--- src/pkg/dpll_sel_defines.svh ---
// Register map, field positions and reset values of the DPLL mode and
// reference selection block. Included by its bare name; defines only.
`ifndef DPLL_SEL_DEFINES_SVH
`define DPLL_SEL_DEFINES_SVH

// ==========================================================
// Register offsets and reset values
`define MODE_SEL_ADDR 8'h33
`define FAIL_MASK_ADDR 8'h34
`define MODE_SEL_RESET 8'h03
`define FAIL_MASK_RESET 8'h87

// ==========================================================
// Field positions
`define MODE_MSB 1
`define MODE_LSB 0
`define FBCOMP_BIT 5
`define REFSEL_MSB 7
`define REFSEL_LSB 6
`define HOLD_MSK_MSB 3
`define HOLD_MSK_LSB 0
`define SW_MSK_MSB 7
`define SW_MSK_LSB 4

// Rank code that takes a reference out of automatic selection
`define RANK_DISABLED 3'h7

`endif

--- src/pkg/dpll_sel_pkg.sv ---
// Types and shared helpers of the DPLL mode and reference selection block.
// Assumes nothing beyond a SystemVerilog compiler.
`default_nettype none
package dpll_sel_pkg;

	// ==========================================================
	// Operating mode codes as held in the mode field
	typedef enum logic [1:0] {
		MODE_FREERUN = 2'h0,
		MODE_HOLDOVER = 2'h1,
		MODE_FORCED = 2'h2,
		MODE_AUTO = 2'h3
	} op_mode_t;

	// ==========================================================
	// Loop state, Gray coded along freerun, locked, holdover
	typedef enum logic [1:0] {
		ST_FREERUN = 2'h0,
		ST_LOCKED = 2'h1,
		ST_HOLDOVER = 2'h3
	} loop_state_t;

	// Any failure type whose mask bit is one
	function automatic logic masked_fail(input logic [3:0] fails, input logic [3:0] mask);
		masked_fail = |(fails & mask);
	endfunction : masked_fail

endpackage : dpll_sel_pkg
`default_nettype wire

--- src/verilog/ref_chooser.sv ---
// Automatic-mode reference chooser between two references.
// Assumes per-reference failure flags already gated by the masks.
`timescale 1ns/1ps
`default_nettype none
`include "dpll_sel_defines.svh"

module ref_chooser (
	input wire logic sel_cur,
	input wire logic [2:0] rank0,
	input wire logic [2:0] rank1,
	input wire logic [1:0] hold_fail,
	input wire logic [1:0] switch_fail,
	output logic [1:0] usable,
	output logic sel_next,
	output logic hold_next
);

	logic [2:0] rank_cur;
	logic [2:0] rank_oth;
	logic oth;
	logic cur_gone;

	// ==========================================================
	// Decision
	// Usable means no unmasked failure of either kind and not disabled
	always_comb begin
		usable[0] = !hold_fail[0] && !switch_fail[0] && (rank0 != `RANK_DISABLED);
		usable[1] = !hold_fail[1] && !switch_fail[1] && (rank1 != `RANK_DISABLED);
		oth = !sel_cur;
		rank_cur = sel_cur ? rank1 : rank0;
		rank_oth = sel_cur ? rank0 : rank1;
		// Disabled current reference counts as a switch-worthy loss
		cur_gone = switch_fail[sel_cur] || (rank_cur == `RANK_DISABLED);
		sel_next = sel_cur;
		hold_next = 1'b0;
		if (usable[sel_cur]) begin
			// Strictly better rank only: equal ranks stay put
			if (usable[oth] && (rank_oth < rank_cur)) begin
				sel_next = oth;
			end
		end else if (cur_gone && usable[oth]) begin
			sel_next = oth;
		end else begin
			// Masked-only failure keeps lock; unmasked holdover failure holds
			hold_next = hold_fail[sel_cur] || (rank_cur == `RANK_DISABLED);
		end
	end

endmodule : ref_chooser
`default_nettype wire

--- src/verilog/dpll_mode_select.sv ---
// DPLL operating mode and input reference selection with its two
// control registers. Assumes failure monitor flags and ranks are levels
// synchronous to clk_sys, and a simple byte register port.
`timescale 1ns/1ps
`default_nettype none
`include "dpll_sel_defines.svh"

module dpll_mode_select #(
	parameter int PHASE_W = 16
) (
	input wire logic clk_sys,
	input wire logic sys_rst,
	input wire logic [7:0] reg_addr,
	input wire logic [7:0] reg_wdata,
	input wire logic reg_wr,
	input wire logic reg_rd,
	output logic [7:0] reg_rdata,
	input wire logic [1:0] signal_loss_monitor,
	input wire logic [1:0] cycle_period_monitor,
	input wire logic [1:0] frequency_range_monitor,
	input wire logic [1:0] guard_soak_timer,
	input wire logic [2:0] reference_zero_rank,
	input wire logic [2:0] reference_one_rank,
	input wire logic [PHASE_W-1:0] ext_feedback_phase,
	output logic selected_ref,
	output logic [1:0] pll_state,
	output logic oscillator_only,
	output logic feedback_compensation_on,
	output logic [PHASE_W-1:0] feedback_phase_comp
);

	// ==========================================================
	// Register file
	dpll_sel_pkg::op_mode_t mode_r, mode_nxt;
	logic fbcomp_r, fbcomp_nxt;
	logic [1:0] refsel_r, refsel_nxt;
	logic [7:0] mask_r, mask_nxt;
	logic [7:0] rdata_r, rdata_nxt;
	logic [7:0] mode_rd;
	// Selection is read back through the status field, so it is declared here
	logic sel_r, sel_nxt;
	// Reset image of the mode register, sliced per field below
	localparam logic [7:0] MODE_RESET_VAL = `MODE_SEL_RESET;

	// Writes land at the documented offsets; reserved bits are not stored
	always_comb begin
		mode_nxt = mode_r;
		fbcomp_nxt = fbcomp_r;
		refsel_nxt = refsel_r;
		mask_nxt = mask_r;
		if (reg_wr && (reg_addr == `MODE_SEL_ADDR)) begin
			mode_nxt = dpll_sel_pkg::op_mode_t'(reg_wdata[`MODE_MSB:`MODE_LSB]);
			fbcomp_nxt = reg_wdata[`FBCOMP_BIT];
			// Stored in every mode so a later switch to forced sees it
			refsel_nxt = reg_wdata[`REFSEL_MSB:`REFSEL_LSB];
		end
		if (reg_wr && (reg_addr == `FAIL_MASK_ADDR)) begin
			mask_nxt = reg_wdata;
		end
	end

	// Read view: status replaces the reference field in automatic mode
	always_comb begin
		mode_rd = 8'h00;
		mode_rd[`MODE_MSB:`MODE_LSB] = mode_r;
		mode_rd[`FBCOMP_BIT] = fbcomp_r;
		if (mode_r == dpll_sel_pkg::MODE_AUTO) begin
			mode_rd[`REFSEL_MSB:`REFSEL_LSB] = {1'b0, sel_r};
		end else begin
			mode_rd[`REFSEL_MSB:`REFSEL_LSB] = refsel_r;
		end
		rdata_nxt = rdata_r;
		if (reg_rd) begin
			case (reg_addr)
				`MODE_SEL_ADDR: rdata_nxt = mode_rd;
				`FAIL_MASK_ADDR: rdata_nxt = mask_r;
				default: rdata_nxt = 8'h00;
			endcase
		end
	end

	always_ff @(posedge clk_sys) begin
		if (sys_rst) begin
			mode_r <= dpll_sel_pkg::op_mode_t'(MODE_RESET_VAL[`MODE_MSB:`MODE_LSB]);
			fbcomp_r <= MODE_RESET_VAL[`FBCOMP_BIT];
			refsel_r <= MODE_RESET_VAL[`REFSEL_MSB:`REFSEL_LSB];
			mask_r <= `FAIL_MASK_RESET;
			rdata_r <= 8'h00;
		end else begin
			mode_r <= mode_nxt;
			fbcomp_r <= fbcomp_nxt;
			refsel_r <= refsel_nxt;
			mask_r <= mask_nxt;
			rdata_r <= rdata_nxt;
		end
	end

	// ==========================================================
	// Failure gating per reference, bit order loss, cycle, freq, guard
	logic [3:0] fails0;
	logic [3:0] fails1;
	logic [1:0] hold_fail;
	logic [1:0] switch_fail;

	always_comb begin
		fails0 = {guard_soak_timer[0], frequency_range_monitor[0],
			cycle_period_monitor[0], signal_loss_monitor[0]};
		fails1 = {guard_soak_timer[1], frequency_range_monitor[1],
			cycle_period_monitor[1], signal_loss_monitor[1]};
		hold_fail[0] = dpll_sel_pkg::masked_fail(fails0, mask_r[`HOLD_MSK_MSB:`HOLD_MSK_LSB]);
		hold_fail[1] = dpll_sel_pkg::masked_fail(fails1, mask_r[`HOLD_MSK_MSB:`HOLD_MSK_LSB]);
		switch_fail[0] = dpll_sel_pkg::masked_fail(fails0, mask_r[`SW_MSK_MSB:`SW_MSK_LSB]);
		switch_fail[1] = dpll_sel_pkg::masked_fail(fails1, mask_r[`SW_MSK_MSB:`SW_MSK_LSB]);
	end

	// ==========================================================
	// Mode and selection state
	dpll_sel_pkg::loop_state_t state_r, state_nxt;
	logic osc_r, osc_nxt;
	logic fbon_r;
	logic [PHASE_W-1:0] fbph_r, fbph_nxt;
	logic [1:0] usable;
	logic auto_sel;
	logic auto_hold;
	logic forced_ref;

	ref_chooser u_chooser (
		.sel_cur(sel_r),
		.rank0(reference_zero_rank),
		.rank1(reference_one_rank),
		.hold_fail(hold_fail),
		.switch_fail(switch_fail),
		.usable(usable),
		.sel_next(auto_sel),
		.hold_next(auto_hold)
	);

	// Codes 1x in the forced field are undefined; only the low bit counts
	assign forced_ref = refsel_r[0];

	always_comb begin
		sel_nxt = sel_r;
		state_nxt = state_r;
		osc_nxt = 1'b0;
		case (mode_r)
			dpll_sel_pkg::MODE_FREERUN: begin
				state_nxt = dpll_sel_pkg::ST_FREERUN;
				osc_nxt = 1'b1;
			end
			dpll_sel_pkg::MODE_HOLDOVER: begin
				// Last selection stays as the holdover basis
				state_nxt = dpll_sel_pkg::ST_HOLDOVER;
			end
			dpll_sel_pkg::MODE_FORCED: begin
				sel_nxt = forced_ref;
				state_nxt = hold_fail[forced_ref] ? dpll_sel_pkg::ST_HOLDOVER
					: dpll_sel_pkg::ST_LOCKED;
			end
			dpll_sel_pkg::MODE_AUTO: begin
				sel_nxt = auto_sel;
				state_nxt = auto_hold ? dpll_sel_pkg::ST_HOLDOVER
					: dpll_sel_pkg::ST_LOCKED;
			end
			default: begin
				state_nxt = dpll_sel_pkg::ST_FREERUN;
			end
		endcase
		// One shared feedback input, passed whichever loop made it
		fbph_nxt = fbcomp_r ? ext_feedback_phase : '0;
	end

	always_ff @(posedge clk_sys) begin
		if (sys_rst) begin
			sel_r <= 1'b0;
			state_r <= dpll_sel_pkg::ST_FREERUN;
			osc_r <= 1'b0;
			fbon_r <= 1'b0;
			fbph_r <= '0;
		end else begin
			sel_r <= sel_nxt;
			state_r <= state_nxt;
			osc_r <= osc_nxt;
			fbon_r <= fbcomp_r;
			fbph_r <= fbph_nxt;
		end
	end

	// Ports straight from flip-flops
	assign reg_rdata = rdata_r;
	assign selected_ref = sel_r;
	assign pll_state = state_r;
	assign oscillator_only = osc_r;
	assign feedback_compensation_on = fbon_r;
	assign feedback_phase_comp = fbph_r;

	// ==========================================================
	// Checks
	a_freerun_osc_only: assert property (@(posedge clk_sys) disable iff (sys_rst)
		mode_r == dpll_sel_pkg::MODE_FREERUN |=> state_r == dpll_sel_pkg::ST_FREERUN && osc_r)
		else $error("freerun mode not using oscillator only");

	a_holdover_keeps_sel: assert property (@(posedge clk_sys) disable iff (sys_rst)
		mode_r == dpll_sel_pkg::MODE_HOLDOVER |=>
		state_r == dpll_sel_pkg::ST_HOLDOVER && sel_r == $past(sel_r))
		else $error("forced holdover changed selection or state");

	a_forced_no_switch: assert property (@(posedge clk_sys) disable iff (sys_rst)
		mode_r == dpll_sel_pkg::MODE_FORCED && hold_fail[forced_ref] |=>
		state_r == dpll_sel_pkg::ST_HOLDOVER && sel_r == $past(forced_ref))
		else $error("forced reference failure did not hold on it");

	a_forced_sel_follows: assert property (@(posedge clk_sys) disable iff (sys_rst)
		mode_r == dpll_sel_pkg::MODE_FORCED && !hold_fail[forced_ref] |=>
		sel_r == $past(refsel_r[0]) && state_r == dpll_sel_pkg::ST_LOCKED)
		else $error("forced reference not locked");

	a_auto_status_read: assert property (@(posedge clk_sys) disable iff (sys_rst)
		reg_rd && reg_addr == `MODE_SEL_ADDR && mode_r == dpll_sel_pkg::MODE_AUTO |=>
		rdata_r[`REFSEL_MSB:`REFSEL_LSB] == {1'b0, $past(sel_r)})
		else $error("automatic mode status field wrong");

	a_feedback_gate: assert property (@(posedge clk_sys) disable iff (sys_rst)
		!fbcomp_r |=> fbph_r == '0 && !fbon_r)
		else $error("feedback phase used while compensation off");

	a_feedback_pass: assert property (@(posedge clk_sys) disable iff (sys_rst)
		fbcomp_r |=> fbph_r == $past(ext_feedback_phase))
		else $error("shared feedback phase not passed");

	a_auto_all_good: assert property (@(posedge clk_sys) disable iff (sys_rst)
		mode_r == dpll_sel_pkg::MODE_AUTO && usable == 2'h3 |=>
		state_r == dpll_sel_pkg::ST_LOCKED)
		else $error("holdover entered with both references available");

	a_auto_revert: assert property (@(posedge clk_sys) disable iff (sys_rst)
		mode_r == dpll_sel_pkg::MODE_AUTO && usable == 2'h3 &&
		reference_zero_rank != reference_one_rank |=>
		sel_r == ($past(reference_one_rank) < $past(reference_zero_rank)))
		else $error("better ranked reference not selected");

	a_masked_stays: assert property (@(posedge clk_sys) disable iff (sys_rst)
		mode_r == dpll_sel_pkg::MODE_AUTO && !hold_fail[sel_r] && !switch_fail[sel_r] &&
		(sel_r ? reference_one_rank <= reference_zero_rank
		: reference_zero_rank <= reference_one_rank) &&
		(sel_r ? reference_one_rank : reference_zero_rank) != `RANK_DISABLED |=>
		sel_r == $past(sel_r) && state_r == dpll_sel_pkg::ST_LOCKED)
		else $error("masked failure moved the selection");

endmodule : dpll_mode_select
`default_nettype wire

--- config.mk ---
export PLATFORM = sky130hd
export DESIGN_NAME = dpll_mode_select
export DESIGN_NICKNAME = d
export VERILOG_FILES = /design/src/pkg/dpll_sel_pkg.sv /design/src/verilog/ref_chooser.sv /design/src/verilog/dpll_mode_select.sv
export VERILOG_INCLUDE_DIRS = /design/src /design/src/pkg
export SDC_FILE = /design/constraint.sdc
export NUM_CORES = 1
export LEC_CHECK = 0
export BUFFER_PORTS_ARGS = -buffer_cell sky130_fd_sc_hd__buf_2
export CAP_MARGIN = 10
export CORE_ASPECT_RATIO = 1.5
export CORE_MARGIN = 8
export CORE_UTILIZATION = 40
export DETAILED_ROUTE_END_ITERATION = 8
export HOLD_SLACK_MARGIN = 0.02
export PLACE_DENSITY = 0.84
export SETUP_SLACK_MARGIN = 0.15
export SLEW_MARGIN = 20
export SYNTH_ARGS = -nofsm -noshare
export SYNTH_HDL_FRONTEND = slang
export SYNTH_SLANG_ARGS = --single-unit
--- constraint.sdc ---
create_clock -name clk_sys -period 1.8 [get_ports clk_sys]
set_input_delay 0.09 -clock clk_sys [delete_from_list [all_inputs] [get_ports clk_sys]]
set_output_delay 0.09 -clock clk_sys [all_outputs]
set_load 0.01 [all_outputs]
==> metrics.md <==
| Metric | Value |
|---|---|
| Status | `completed` |
| Die ar. | `slightly below 0.007 mm²` |
| Finished Cell Area | `~0.0026 mm²` |
| Slowest cell on the critical path | `or4b_4` |
| Synth Register Bits | `42` |
| Initial antenna violation count | `0` |
| Pwr dens | `685 mW/mm²` |
| Worst vdd ir | `0.647 mV` |
| CTS Buffer Depth | `2` |
| Core Area | `0.00421 mm²` |
| First-pass GRT wire length | `9180 µm` |
| Clk Latency, worst-skew pair | `0.29 ns` |
| YS warnings | `0` |
| Inserted Clock Buffers | `5` |
| Overall Global Routing Usage | `0.162` |
| Max_slew headroom | `0.486` |
| FF-to-FF path depth | `6` |
| CP Cell Sequence | `a22o_1 > or4b_4 > o22ai_2 > o221ai_2 > mux2i_1 > a31oi_1` |
| Die Y | `~97 µm` |
| Slew @ Worst Pin | `0.770 ns` |
| PortBufs | `78` |
| Largest area contributor in the netlist | `dfxtp_1` |
| Post-Syn Area | `0.00175 mm²` |
| Seq/Total Area, Yosys | `0.481` |
| Largest net degree at the start of global routing | `26` |
| Final setup margin | `roughly 0.025 ns` |
| Min-Delay Endpoint | `mask_r[5]$_SDFFE_PP0P_` |
| CTS tree | `done` |
| Number of synthesized flops with an enable pin | `0` |
| RR Endpoint | `selected_ref$_SDFFE_PP0P_` |
| Post-synthesis net count | `about 240` |
| Top_reg_cell synth | `dfxtp_1` |
| Mapped Cells | `186` |
| Final Setup Violations | `0` |
| HP Start | `reg_wdata[5]` |
| Syn Area/Cell | `between 9 and 10 µm²` |
| Row cnt | `29` |
| CP required | `a little under 2 ns` |
| Post-DP HPWL | `between 4000 and 5000 µm` |
| Initial cell density of the core | `0.415` |
| CTS HTree Levels | `2` |
| Count leader, synth | `dfxtp_1` |
| Post-Route WL | `5400 µm` |
| DP Cell Count | `around 310` |
| DR vias/cell | `5.38` |
| Die Wd | `roughly 70 µm` |
| Clock-pin slew on the worst setup and hold paths | `approximately 0.080 ns` |
| Async set-reset flop share out of synthesis | `0` |
| Min-delay worst type | `input pin to flip-flop` |
| Number of routed nets with antenna violations | `0` |
| Placement Cell Area | `0.00226 mm²` |
| Most frequent cells after synthesis | `42 x dfxtp_1, 17 x and2_1, 15 x nand2_1` |
| Number of global-route vias before repair | `1,964` |
| Placer congestion estimate | `1.01` |
| Setup crit start kind | `flip-flop` |
| Leak Pwr | `~1.2 nW` |
| Nets | `about 340` |
| DRT iter0 DRCs | `46` |
| Root Driver | `clkbuf_8` |
| Max Cap Viol | `0` |
| Initial DRT Pass Iterations | `4` |
| Largest stage delay, worst path | `about 0.54 ns` |
| Post-layout util | `0.606` |
| Distinct cells, synth | `37` |
| Layout area overhead | `46.0%` |
| Final Skew | `around 0.0076 ns` |
| Vias | `~1,800` |
| Share of cells above drive strength 1 | `0.401` |
| Filler Cells Inserted | `about 350` |
| Final setup TNS | `0 ns` |
| Antenna cells | `0` |
| Remaining DRCs | `0` |
| Final slew viol count | `0` |
| Num ports | `79` |
| WHS Path Cells | `3` |
| DR WL/cell | `~16 µm` |
| Clock sink count | `42` |
| R2R setup slack | `0.02 ns` |
| Fin. Hold Viols | `0` |
| Non-filler cells, final | `~340` |
| Post-layout min period | `between 1.5 and 2 ns` |
| Top cells by area, synth | `dfxtp_1 48%, and2_1 6.1%, a22oi_1 3.4%, nand2_1 3.2%, a21oi_1 3.1%` |
| Final period util | `0.986` |
| Reg2reg start | `mask_r[4]$_SDFFE_PP0P_` |
| Place WS | `0.0294 ns` |
| Setup bufs post-CTS | `0` |
| Crit end category | `flip-flop` |
| FMAX | `roughly 560 MHz` |
| Kind of critical path | `flip-flop to flip-flop` |
| Crit-path max FO | `3` |
| Total grt overflow | `0` |
| RSZ-0062 raised after global routing | `true` |
| Critical path arrival | `approximately 2 ns` |
| Top-area cell type share of the netlist area | `0.481` |
[placed cells by master, fill, tap and decap left out, types with 2 or more instances in the layout]
cell,count
buf_2,78
dfxtp_1,42
and2_1,17
dlygate4sd3_1,16
nand2_1,15
buf_4,15
nor2_1,11
nand3_1,11
a21oi_1,11
and3_1,8
nand2b_1,7
a22oi_1,6
a211o_1,6
clkbuf_8,6
nor2b_1,4
a22oi_2,4
nor3_1,3
a211oi_2,3
nand3b_1,3
a211oi_1,2
a22o_1,2
o21ai_0,2
o221ai_2,2
a31oi_1,2
[cell families (layout without fill, tap and decap cells)]
family	Yosys count	count (layout)	share of synthesized area
AO/OA/AOI/OAI	47	47	0.208
multiplexers	2	2	0.0122
buffers and inverters	11	117	0.0286
flip-flops	42	42	0.481
AND/OR/NAND/NOR	84	84	0.271
[repair_timing]
| action | in CTS | in global routing |
|---|---|---|
| endpoints found under the setup margin | 2 | 2 |
| pin swaps | 3 | 4 |
| gates cloned | 0 | 0 |
| resized for setup | 4 | 3 |
| hold buffers | 16 | 0 |
| hold endpoints to repair | 16 | 0 |
[worst max-delay path by stage]
stage                      startpoint                         to  slack [ns]  depth (start not counted)
2_1_floorplan  mask_r[4]$_SDFFE_PP0P_  selected_ref$_SDFFE_PP0P_        0.11                          6
3_3_place_gp   mask_r[4]$_SDFFE_PP0P_  selected_ref$_SDFFE_PP0P_         0.1                          6
3_5_place_dp   mask_r[4]$_SDFFE_PP0P_  selected_ref$_SDFFE_PP0P_        0.03                          6
4_1_cts        mask_r[4]$_SDFFE_PP0P_  selected_ref$_SDFFE_PP0P_        0.05                          6
5_1_grt        mask_r[4]$_SDFFE_PP0P_  selected_ref$_SDFFE_PP0P_       -0.07                          6
6_report       mask_r[4]$_SDFFE_PP0P_  selected_ref$_SDFFE_PP0P_        0.02                          6
[metrics by stage]
| step | total power, W | hold WS, ns |
|---|---|---|
| floorplan | 0.00104 | 0.212 |
| global placement | 0.00112 | 0.289 |
| detailed placement | 0.00113 | 0.292 |
| CTS | 0.00176 | 0.0543 |
| global route | 0.00183 | 0.0639 |
| finish | 0.00175 | 0.0668 |
[where the power goes]
group / total, W / leakage [nW] / internal (W) / switching, W
Sequential: 0.000944 / 0.340 / 0.000939 / 0.00000561
Combinational: 0.000198 / 0.767 / 0.000106 / 0.0000922
Clock: 0.000608 / 0.0482 / 0.000309 / 0.000299
[critical path: cells and delay by family (launching register included)]
| family | cells | cell delay, ns |
|---|---|---|
| AND/OR/NAND/NOR | 1 | 0.54 |
| multiplexers | 1 | 0.17 |
| AO/OA/AOI/OAI | 4 | 0.64 |
| flip-flops | 1 | 0.31 |
[sequential cells by signal, summed over array words and instances (netlist names)]
name / cells
selected_ref: 1
oscillator_only: 1
mask_r: 8
fbcomp_r: 1
feedback_phase_comp: 16
feedback_compensation_on: 1
refsel_r: 2
reg_rdata: 8
pll_state: 2
mode_r: 2
[layer usage]
| layer | wire length (µm) | track usage |
|---|---|---|
| met5 | 0 | 0 |
| met1 | 1780 | 0.147 |
| met4 | 115 | 0.0575 |
| met3 | 520 | 0.0808 |
| met2 | 2980 | 0.299 |
[layout make-up]
cell class,count,area [µm²],share of cell area
Tap cell,46,57.6,0.0225
Clock buffer,7,86.3,0.0338
Multi-Input combinational cell,133,900,0.352
Timing Repair Buffer,109,663,0.260
Sequential cell,42,841,0.329
Clock inverter,1,5.00,0.00196
Power figures use the tool's default switching activity.
